## src/inc/pro_pkg.sv

```systemverilog
// shared constants and state types for the relay and opto port block
package pro_pkg;
	// clock rate and the input filter interval
	localparam int unsigned CLK_MHZ         = 100;
	localparam int unsigned DEBOUNCE_US     = 1000;
	localparam int unsigned DEBOUNCE_CYC    = DEBOUNCE_US * CLK_MHZ;
	localparam int unsigned DB_CW           = 20;
	// io offsets within the two-byte window
	localparam logic        OFS_RELAY       = 1'b0;
	localparam logic        OFS_GATE        = 1'b1;
	localparam int unsigned GATE_EN_BIT     = 0;
	// configuration header dword indices
	localparam logic [5:0]  CFG_IDS         = 6'h00;
	localparam logic [5:0]  CFG_BAR         = 6'h06;
	localparam logic [5:0]  CFG_SUBIDS      = 6'h0B;
	localparam logic [5:0]  CFG_INTLINE     = 6'h0F;
	localparam logic [1:0]  BAR_IO_FLAGS    = 2'h1;
	// reset values
	localparam logic [7:0]  LATCH_RST       = 8'h00;
	localparam logic [7:0]  OPTO_RST        = 8'hFF;
	localparam logic [7:0]  STRAP_RST       = 8'h00;
	localparam logic [7:0]  SENSE_RST       = 8'h00;

	// whole state of the top module
	typedef struct packed {
		logic [7:0]      latch;      // relay command latch
		logic            enable;     // relay driver gate bit
		logic [7:0]      drive;      // registered coil drive
		logic [2:0][7:0] sense_sy;   // relay position synchroniser
		logic [7:0]      sense;      // agreed relay positions
		logic [2:0][7:0] opto_sy;    // opto input synchroniser
		logic [7:0]      opto;       // agreed opto levels
		logic [2:0][7:0] strap_sy;   // strap synchroniser
		logic [7:0]      strap;      // agreed strap levels
		logic [31:2]     bar_base;   // io base address
		logic [7:0]      int_line;   // interrupt line byte
		logic [7:0]      io_rdata;   // io read answer
		logic            io_ack;     // io cycle answer
		logic [31:0]     cfg_rdata;  // config read answer
		logic            cfg_ack;    // config cycle answer
	} pro_top_t;

	// whole state of the input filter
	typedef struct packed {
		logic [7:0][DB_CW-1:0] cnt;  // per-bit stability counters
		logic [7:0]            clean; // filtered levels
	} pro_filt_t;
endpackage

```

## src/inc/pro_filt_if.sv

```systemverilog
// carrier between the port top and its input filter
interface pro_filt_if;
	logic [7:0] raw;    // synchronised opto levels, active low
	logic [7:0] strap;  // per-bit filter select
	logic [7:0] clean;  // filtered levels, active low

	modport src  (output raw, output strap, input clean);
	modport filt (input raw, input strap, output clean);
endinterface

```

## src/rtl/pro_filter.sv

```systemverilog
// per-bit debounce filter with strap bypass for the opto inputs
module pro_filter #(
	parameter logic [pro_pkg::DB_CW-1:0] DEBOUNCE_CYCLES = pro_pkg::DB_CW'(pro_pkg::DEBOUNCE_CYC)
) (
	input  wire logic  clk,
	input  wire logic  rst_n,
	pro_filt_if.filt   fi
);
	pro_pkg::pro_filt_t st;       // registered state
	pro_pkg::pro_filt_t next_st;  // next state

	// filter step per bit
	always_comb begin
		next_st = st;
		for (int i = 0; i < 8; i++) begin
			if (!fi.strap[i]) begin
				// bypass: follow the level directly
				next_st.clean[i] = fi.raw[i];
				next_st.cnt[i]   = '0;
			end else if (fi.raw[i] == st.clean[i]) begin
				// level matches output: restart the interval
				next_st.cnt[i] = '0;
			end else if (st.cnt[i] >= DEBOUNCE_CYCLES - 1'b1) begin
				next_st.clean[i] = fi.raw[i];
				next_st.cnt[i]   = '0;
			end else begin
				// still counting a differing level
				next_st.cnt[i] = st.cnt[i] + 1'b1;
			end
		end
	end

	// state register
	always_ff @(posedge clk or negedge rst_n) begin
		if (!rst_n) begin
			st.cnt   <= '0;
			st.clean <= pro_pkg::OPTO_RST;
		end else begin
			st <= next_st;
		end
	end

	// filtered output straight from the register
	assign fi.clean = st.clean;
endmodule

```

## src/rtl/pro_port.sv

```systemverilog
// relay output and opto input port with io and config access
//
// Function
// - relays rest normally-closed until commanded and enabled
// - offset zero write latches eight relay commands
// - commands reach drivers only with enable bit
// - enable zero forces all relays off
// - reset clears the enable bit
// - offset zero read returns relay positions
// - offset one read returns opto levels
// - two byte locations, read/write differ
// - per-input debounce selected by strap
// - config header exposes ids, base, line
// - strap n enables debounce on bit n
module pro_port #(
	parameter logic [15:0]               VENDOR_CODE     = 16'h1234, // arbitrary value
	parameter logic [15:0]               DEVICE_CODE     = 16'h0001, // arbitrary value
	parameter logic [15:0]               SUBVENDOR_CODE  = 16'h1234, // arbitrary value
	parameter logic [15:0]               SUBSYSTEM_CODE  = 16'h0002, // arbitrary value
	parameter logic [pro_pkg::DB_CW-1:0] DEBOUNCE_CYCLES = pro_pkg::DB_CW'(pro_pkg::DEBOUNCE_CYC)
) (
	input  wire logic        clk,
	input  wire logic        rst_n,
	input  wire logic [31:0] io_addr,
	input  wire logic        io_rd,
	input  wire logic        io_wr,
	input  wire logic [7:0]  io_wdata,
	output logic      [7:0]  io_rdata,
	output logic             io_ack,
	input  wire logic [5:0]  cfg_reg,
	input  wire logic        cfg_rd,
	input  wire logic        cfg_wr,
	input  wire logic [31:0] cfg_wdata,
	output logic      [31:0] cfg_rdata,
	output logic             cfg_ack,
	input  wire logic [7:0]  relay_sense,
	input  wire logic [7:0]  opto_in_n,
	input  wire logic [7:0]  debounce_select_straps,
	output logic      [7:0]  relay_drive
);
	pro_pkg::pro_top_t st;       // registered state
	pro_pkg::pro_top_t next_st;  // next state
	pro_filt_if        fif ();   // link to the input filter
	logic              io_hit;   // address falls in the window
	logic              io_ofs;   // byte offset within the window

	// per-bit agreement of the last two synchroniser stages
	function automatic logic [7:0] agree(input logic [7:0] s2, input logic [7:0] s3,
			input logic [7:0] old);
		agree = (s3 & ~(s2 ^ s3)) | (old & (s2 ^ s3));
	endfunction

	assign io_hit = (io_addr[31:1] == {st.bar_base, 1'b0});
	assign io_ofs = io_addr[0];

	// filter hookup
	assign fif.raw   = st.opto;
	assign fif.strap = st.strap;

	pro_filter #(
		.DEBOUNCE_CYCLES (DEBOUNCE_CYCLES)
	) u_filter (
		.clk   (clk),
		.rst_n (rst_n),
		.fi    (fif)
	);

	// next-state logic
	always_comb begin
		next_st = st;
		// three-stage synchronisers for the pins
		next_st.sense_sy = {st.sense_sy[1:0], relay_sense};
		next_st.opto_sy  = {st.opto_sy[1:0], opto_in_n};
		next_st.strap_sy = {st.strap_sy[1:0], debounce_select_straps};
		next_st.sense    = agree(st.sense_sy[1], st.sense_sy[2], st.sense);
		next_st.opto     = agree(st.opto_sy[1], st.opto_sy[2], st.opto);
		// strap bit n for input n
		next_st.strap    = agree(st.strap_sy[1], st.strap_sy[2], st.strap);
		// answers stand one cycle
		next_st.io_ack   = 1'b0;
		next_st.cfg_ack  = 1'b0;

		// io write and read cycles
		if (io_wr && io_hit) begin
			next_st.io_ack = 1'b1;
			if (io_ofs == pro_pkg::OFS_RELAY) begin
				next_st.latch = io_wdata;
			end else begin
				next_st.enable = io_wdata[pro_pkg::GATE_EN_BIT];
			end
		end else if (io_rd && io_hit) begin
			next_st.io_ack = 1'b1;
			if (io_ofs == pro_pkg::OFS_RELAY) begin
				next_st.io_rdata = st.sense;
			end else begin
				next_st.io_rdata = fif.clean;
			end
		end

		// config header cycles
		if (cfg_wr) begin
			next_st.cfg_ack = 1'b1;
			case (cfg_reg)
				pro_pkg::CFG_BAR: begin
					next_st.bar_base = cfg_wdata[31:2];
				end
				pro_pkg::CFG_INTLINE: begin
					next_st.int_line = cfg_wdata[7:0];
				end
				// id words are read only
				default: begin
					next_st.cfg_ack = 1'b1;
				end
			endcase
		end else if (cfg_rd) begin
			next_st.cfg_ack = 1'b1;
			case (cfg_reg)
				pro_pkg::CFG_IDS: begin
					next_st.cfg_rdata = {DEVICE_CODE, VENDOR_CODE};
				end
				pro_pkg::CFG_BAR: begin
					next_st.cfg_rdata = {st.bar_base, pro_pkg::BAR_IO_FLAGS};
				end
				pro_pkg::CFG_SUBIDS: begin
					next_st.cfg_rdata = {SUBSYSTEM_CODE, SUBVENDOR_CODE};
				end
				pro_pkg::CFG_INTLINE: begin
					next_st.cfg_rdata = {24'h000000, st.int_line};
				end
				// other header words read zero
				default: begin
					next_st.cfg_rdata = 32'h00000000;
				end
			endcase
		end

		next_st.drive = st.enable ? st.latch : 8'h00;
	end

	// state register
	always_ff @(posedge clk or negedge rst_n) begin
		if (!rst_n) begin
			st.latch     <= pro_pkg::LATCH_RST;
			st.enable    <= 1'b0;
			st.drive     <= 8'h00;
			st.sense_sy  <= '0;
			st.sense     <= pro_pkg::SENSE_RST;
			st.opto_sy   <= {3{pro_pkg::OPTO_RST}};
			st.opto      <= pro_pkg::OPTO_RST;
			st.strap_sy  <= '0;
			st.strap     <= pro_pkg::STRAP_RST;
			st.bar_base  <= '0;
			st.int_line  <= 8'h00;
			st.io_rdata  <= 8'h00;
			st.io_ack    <= 1'b0;
			st.cfg_rdata <= 32'h00000000;
			st.cfg_ack   <= 1'b0;
		end else begin
			st <= next_st;
		end
	end

	// outputs straight from the register
	assign io_rdata    = st.io_rdata;
	assign io_ack      = st.io_ack;
	assign cfg_rdata   = st.cfg_rdata;
	assign cfg_ack     = st.cfg_ack;
	assign relay_drive = st.drive;
endmodule

```

## config.mk

```make
export PLATFORM = sky130hd
export DESIGN_NAME = pro_port
export DESIGN_NICKNAME = d
export VERILOG_FILES = /design/src/inc/pro_pkg.sv /design/src/inc/pro_filt_if.sv /design/src/rtl/pro_filter.sv /design/src/rtl/pro_port.sv
export SDC_FILE = /design/constraint.sdc
export NUM_CORES = 1
export LEC_CHECK = 0
export BUFFER_PORTS_ARGS = -buffer_cell sky130_fd_sc_hd__buf_4
export CORE_MARGIN = 5
export CORE_UTILIZATION = 37
export DETAILED_ROUTE_END_ITERATION = 16
export GPL_ROUTABILITY_DRIVEN = 1
export GPL_TIMING_DRIVEN = 0
export HOLD_SLACK_MARGIN = 0.1
export PLACE_DENSITY_LB_ADDON = 0.15
export RECOVER_POWER = 50
export SETUP_SLACK_MARGIN = 0.02
export SYNTH_ARGS = -nofsm -noshare
export SYNTH_HDL_FRONTEND = slang
export SYNTH_HIERARCHICAL = 1
export SYNTH_SLANG_ARGS = --single-unit
```

## constraint.sdc

```tcl
create_clock -name clk -period 5.37 [get_ports clk]
set_input_delay 0.2685 -clock clk [delete_from_list [all_inputs] [get_ports clk]]
set_output_delay 0.2685 -clock clk [all_outputs]
set_load 0.02 [all_outputs]
```

==> metrics.txt <==
Buffers on Ports 156; top cells by area, synth dfrtp_1, dfstp_2, mux2_2; average wire per standard cell 15.1 um; maximum fanout along the worst path 8; H-tree Lvls 2; max_cap viols 1; top-area cell type share of the netlist area 0.528; initial core utilization 0.373; power per cell area 323 nW/um2; CTS Buf Count 41; Nets 1723; first-pass GRT wire length 54700 um; Core Footprint 40700 um2; maximum clock insertion buffer count 3; Cells after Synth 1311; Commonest cells post-synth dfrtp_1, nor2_1, nand2_1; Pwr Total 6240 uW; Final Setup Violations 0; Slowest-stage cell, CP nor4_4; 1st-iter DRT viols 577; CP max stage delay 1.09 ns; DIE AREA 45200 um2; Period minus WS final 3.19 ns; WP buf/inv 0; clock group share of total power 0.475; RSZ-0062 raised after global routing false; WS Path Type reg2reg; hold buffer count at CTS 71; slew margin rel. -0.0720; HPWL after DPL 21900 um; clock slew at reported path FFs 0.06 ns; worst hold path type in2reg; DRC viols 0; Total GRT Usage 0.148; Final Slew Violations 24; Startpoint Class flip-flop; area delta synth->final 26.9%; Final TNS setup 0 ns; initial antenna violation count 1; CTS sink count 361; worst vdd ir 0.000197 V; Root Buffer clkbuf_16; via count 10400; top-count cell post-synth dfrtp_1; final setup margin 2.18 ns; vias in the first global route 10700; largest area contributor in the netlist dfrtp_1; Sw Pwr 1360 uW; Final Hold Violating Endpoints 0; Routability Congestion 0.797; WP data arrival 3.62 ns; Static Leak 0.00828 uW; synth unique cells 59; Int Pwr 4890 uW; outcome finished with violations; ys async rst share 1.00; GRT overflow 0; post-route ant nets 0; Sw Share 0.217; layout cells sized above 1 0.237; setup bufs post-CTS 0; Post-synth EDFFs 0; failing checks max-capacitance violations, max-slew violations; Layout fillers 3820; Die X 213 um; cell area after layout 19300 um2; Syn Area/Cell 11.6 um2; Synth Flop Type dfrtp_1; Tightest Pin Transition 1.61 ns; clock latency on the worst-skew pair 0.55 ns; Setup WS pre-CTS 2.08 ns; sequential power share 0.468; Syn Std Cell Area 15200 um2; largest net degree at the start of global routing 122; io pins 158; dpl cell area 17200 um2; CP delay by family, top simple AND/OR/NAND/NOR gates; Final Core Density 0.474; Fmax 313 MHz; DR pass1 iterations 4; worst path cell trace xor2_1 > nor4_1 > nand4_1 > nor4_4 > mux2_2; Detailed Route WL 32900 um; PostCTS Resize Cnt 0; Setup crit end kind flip-flop; Final Cycle Share 0.595; Vias/cell 4.77; #FFs+latches synth 361; Comb pwr share 0.057; CTS tree built; Ys Warns 6; sequential element share of the synthesized area 0.598; Die Y 213 um; Critical Path RT 5.79 ns; FP Rows 74; clock skew 0.0148 ns
[worst reg2reg max path, stage by stage, from the launching register on]
cell and delay (ns):
dfrtp_1 0.40, xor2_1 0.17, nor4_1 0.47, nand4_1 0.51
nor4_4 1.10, mux2_2 0.42
[cells by family (layout without fill, tap and decap cells)]
logic type | Yosys count | after routing | synth area share
and+or+nand+nor | 480 | 480 | 0.157
DFF | 361 | 361 | 0.598
xor gates and xnor gates | 134 | 134 | 0.0772
buffers and inverters | 118 | 423 | 0.0467
AOI/OAI and AO/OA | 117 | 117 | 0.0483
muxes | 68 | 68 | 0.0504
adders and majority gates | 32 | 32 | 0.0224
other | 1 | 25 | 0.000247
[layer usage]
metal	vias to the layer above	wire [um]	track usage
li1	5075	-	-
met1	5043	15200	0.205
met2	192	15300	0.232
met3	53	1610	0.0323
met4	0	792	0.0481
met5	-	0	0
[layout make-up]
class                   instances  area [um2]  share of cell area
well taps                     532         666              0.0345
diodes                          1        2.50            0.000130
clock buffers                  57        1200              0.0621
plain buffers                  92         613              0.0318
clock inverters                18         246              0.0128
inverters                      26        97.6             0.00506
multi-input cells             855        5490               0.285
flip-flops and latches        361        9080               0.471
repair buffers                230        1900              0.0983
[power by group through the flow]
stage	Combinational [uW]	Clock, uW	Sequential [uW]
floorplan	157	0	2940
global placement	310	0	2970
detailed placement	322	0	2970
CTS	366	3080	2920
global route	397	3200	2930
finish	356	2970	2920
[path summary, 6_finish.rpt]
check                            start              end  slack [ns]  cells after the start
min in group asynchronous        rst_n  u_filter/st[78]        0.67                      2
max in group asynchronous        rst_n   relay_drive[0]        2.99                      4
max reg2reg                     st[66]      io_rdata[3]        2.18                      5
max                             st[66]      io_rdata[3]        2.18                      5
min reg2reg                next_st[99]     next_st[107]        0.35                      0
min                         cfg_reg[4]     cfg_rdata[9]        0.17                      4
[registers in the layout, indices dropped and copies added (netlist names), named ones only]
signal             count
relay_drive            8
u_filter/st          160
io_ack                 1
u_filter/fi.clean      8
cfg_rdata             32
next_st               48
st                    71
cfg_ack                1
io_rdata               8
[cells in the final DEF, fill, tap and decap left out, types with 4 or more instances in the layout]
cell / count
o21ai_0: 49
nor4_1: 35
a31oi_1: 7
bufinv_16: 6
dfstp_1: 12
nand2_1: 107
clkbuf_4: 25
ha_1: 8
xor2_1: 67
clkinv_2: 10
maj3_1: 24
dlygate4sd3_1: 71
nor2_1: 140
clkbuf_1: 44
nand4_1: 40
inv_1: 26
clkbuf_8: 7
conb_1: 24
and4_1: 12
and2_1: 8
dfstp_2: 28
or4_1: 8
buf_4: 170
and2_0: 4
clkbuf_16: 43
nor4b_1: 5
or3_1: 29
o22ai_1: 4
buf_2: 9
xnor2_1: 67
nand3_1: 44
mux2_2: 68
a21oi_1: 23
buf_6: 4
dfrtp_1: 321
nor3_1: 31
[per-stage QoR]
| step | hold slack, ns | cells |
|---|---|---|
| final | 0.170 | 2172 |
| after global routing | 0.159 | 2172 |
| after CTS | 0.120 | 2171 |
| after detailed placement | 0.133 | 2025 |
| after global placement | 0.337 | 2022 |
| after floorplan | -0.0271 | 1334 |
(Power assumes the default switching activity.)
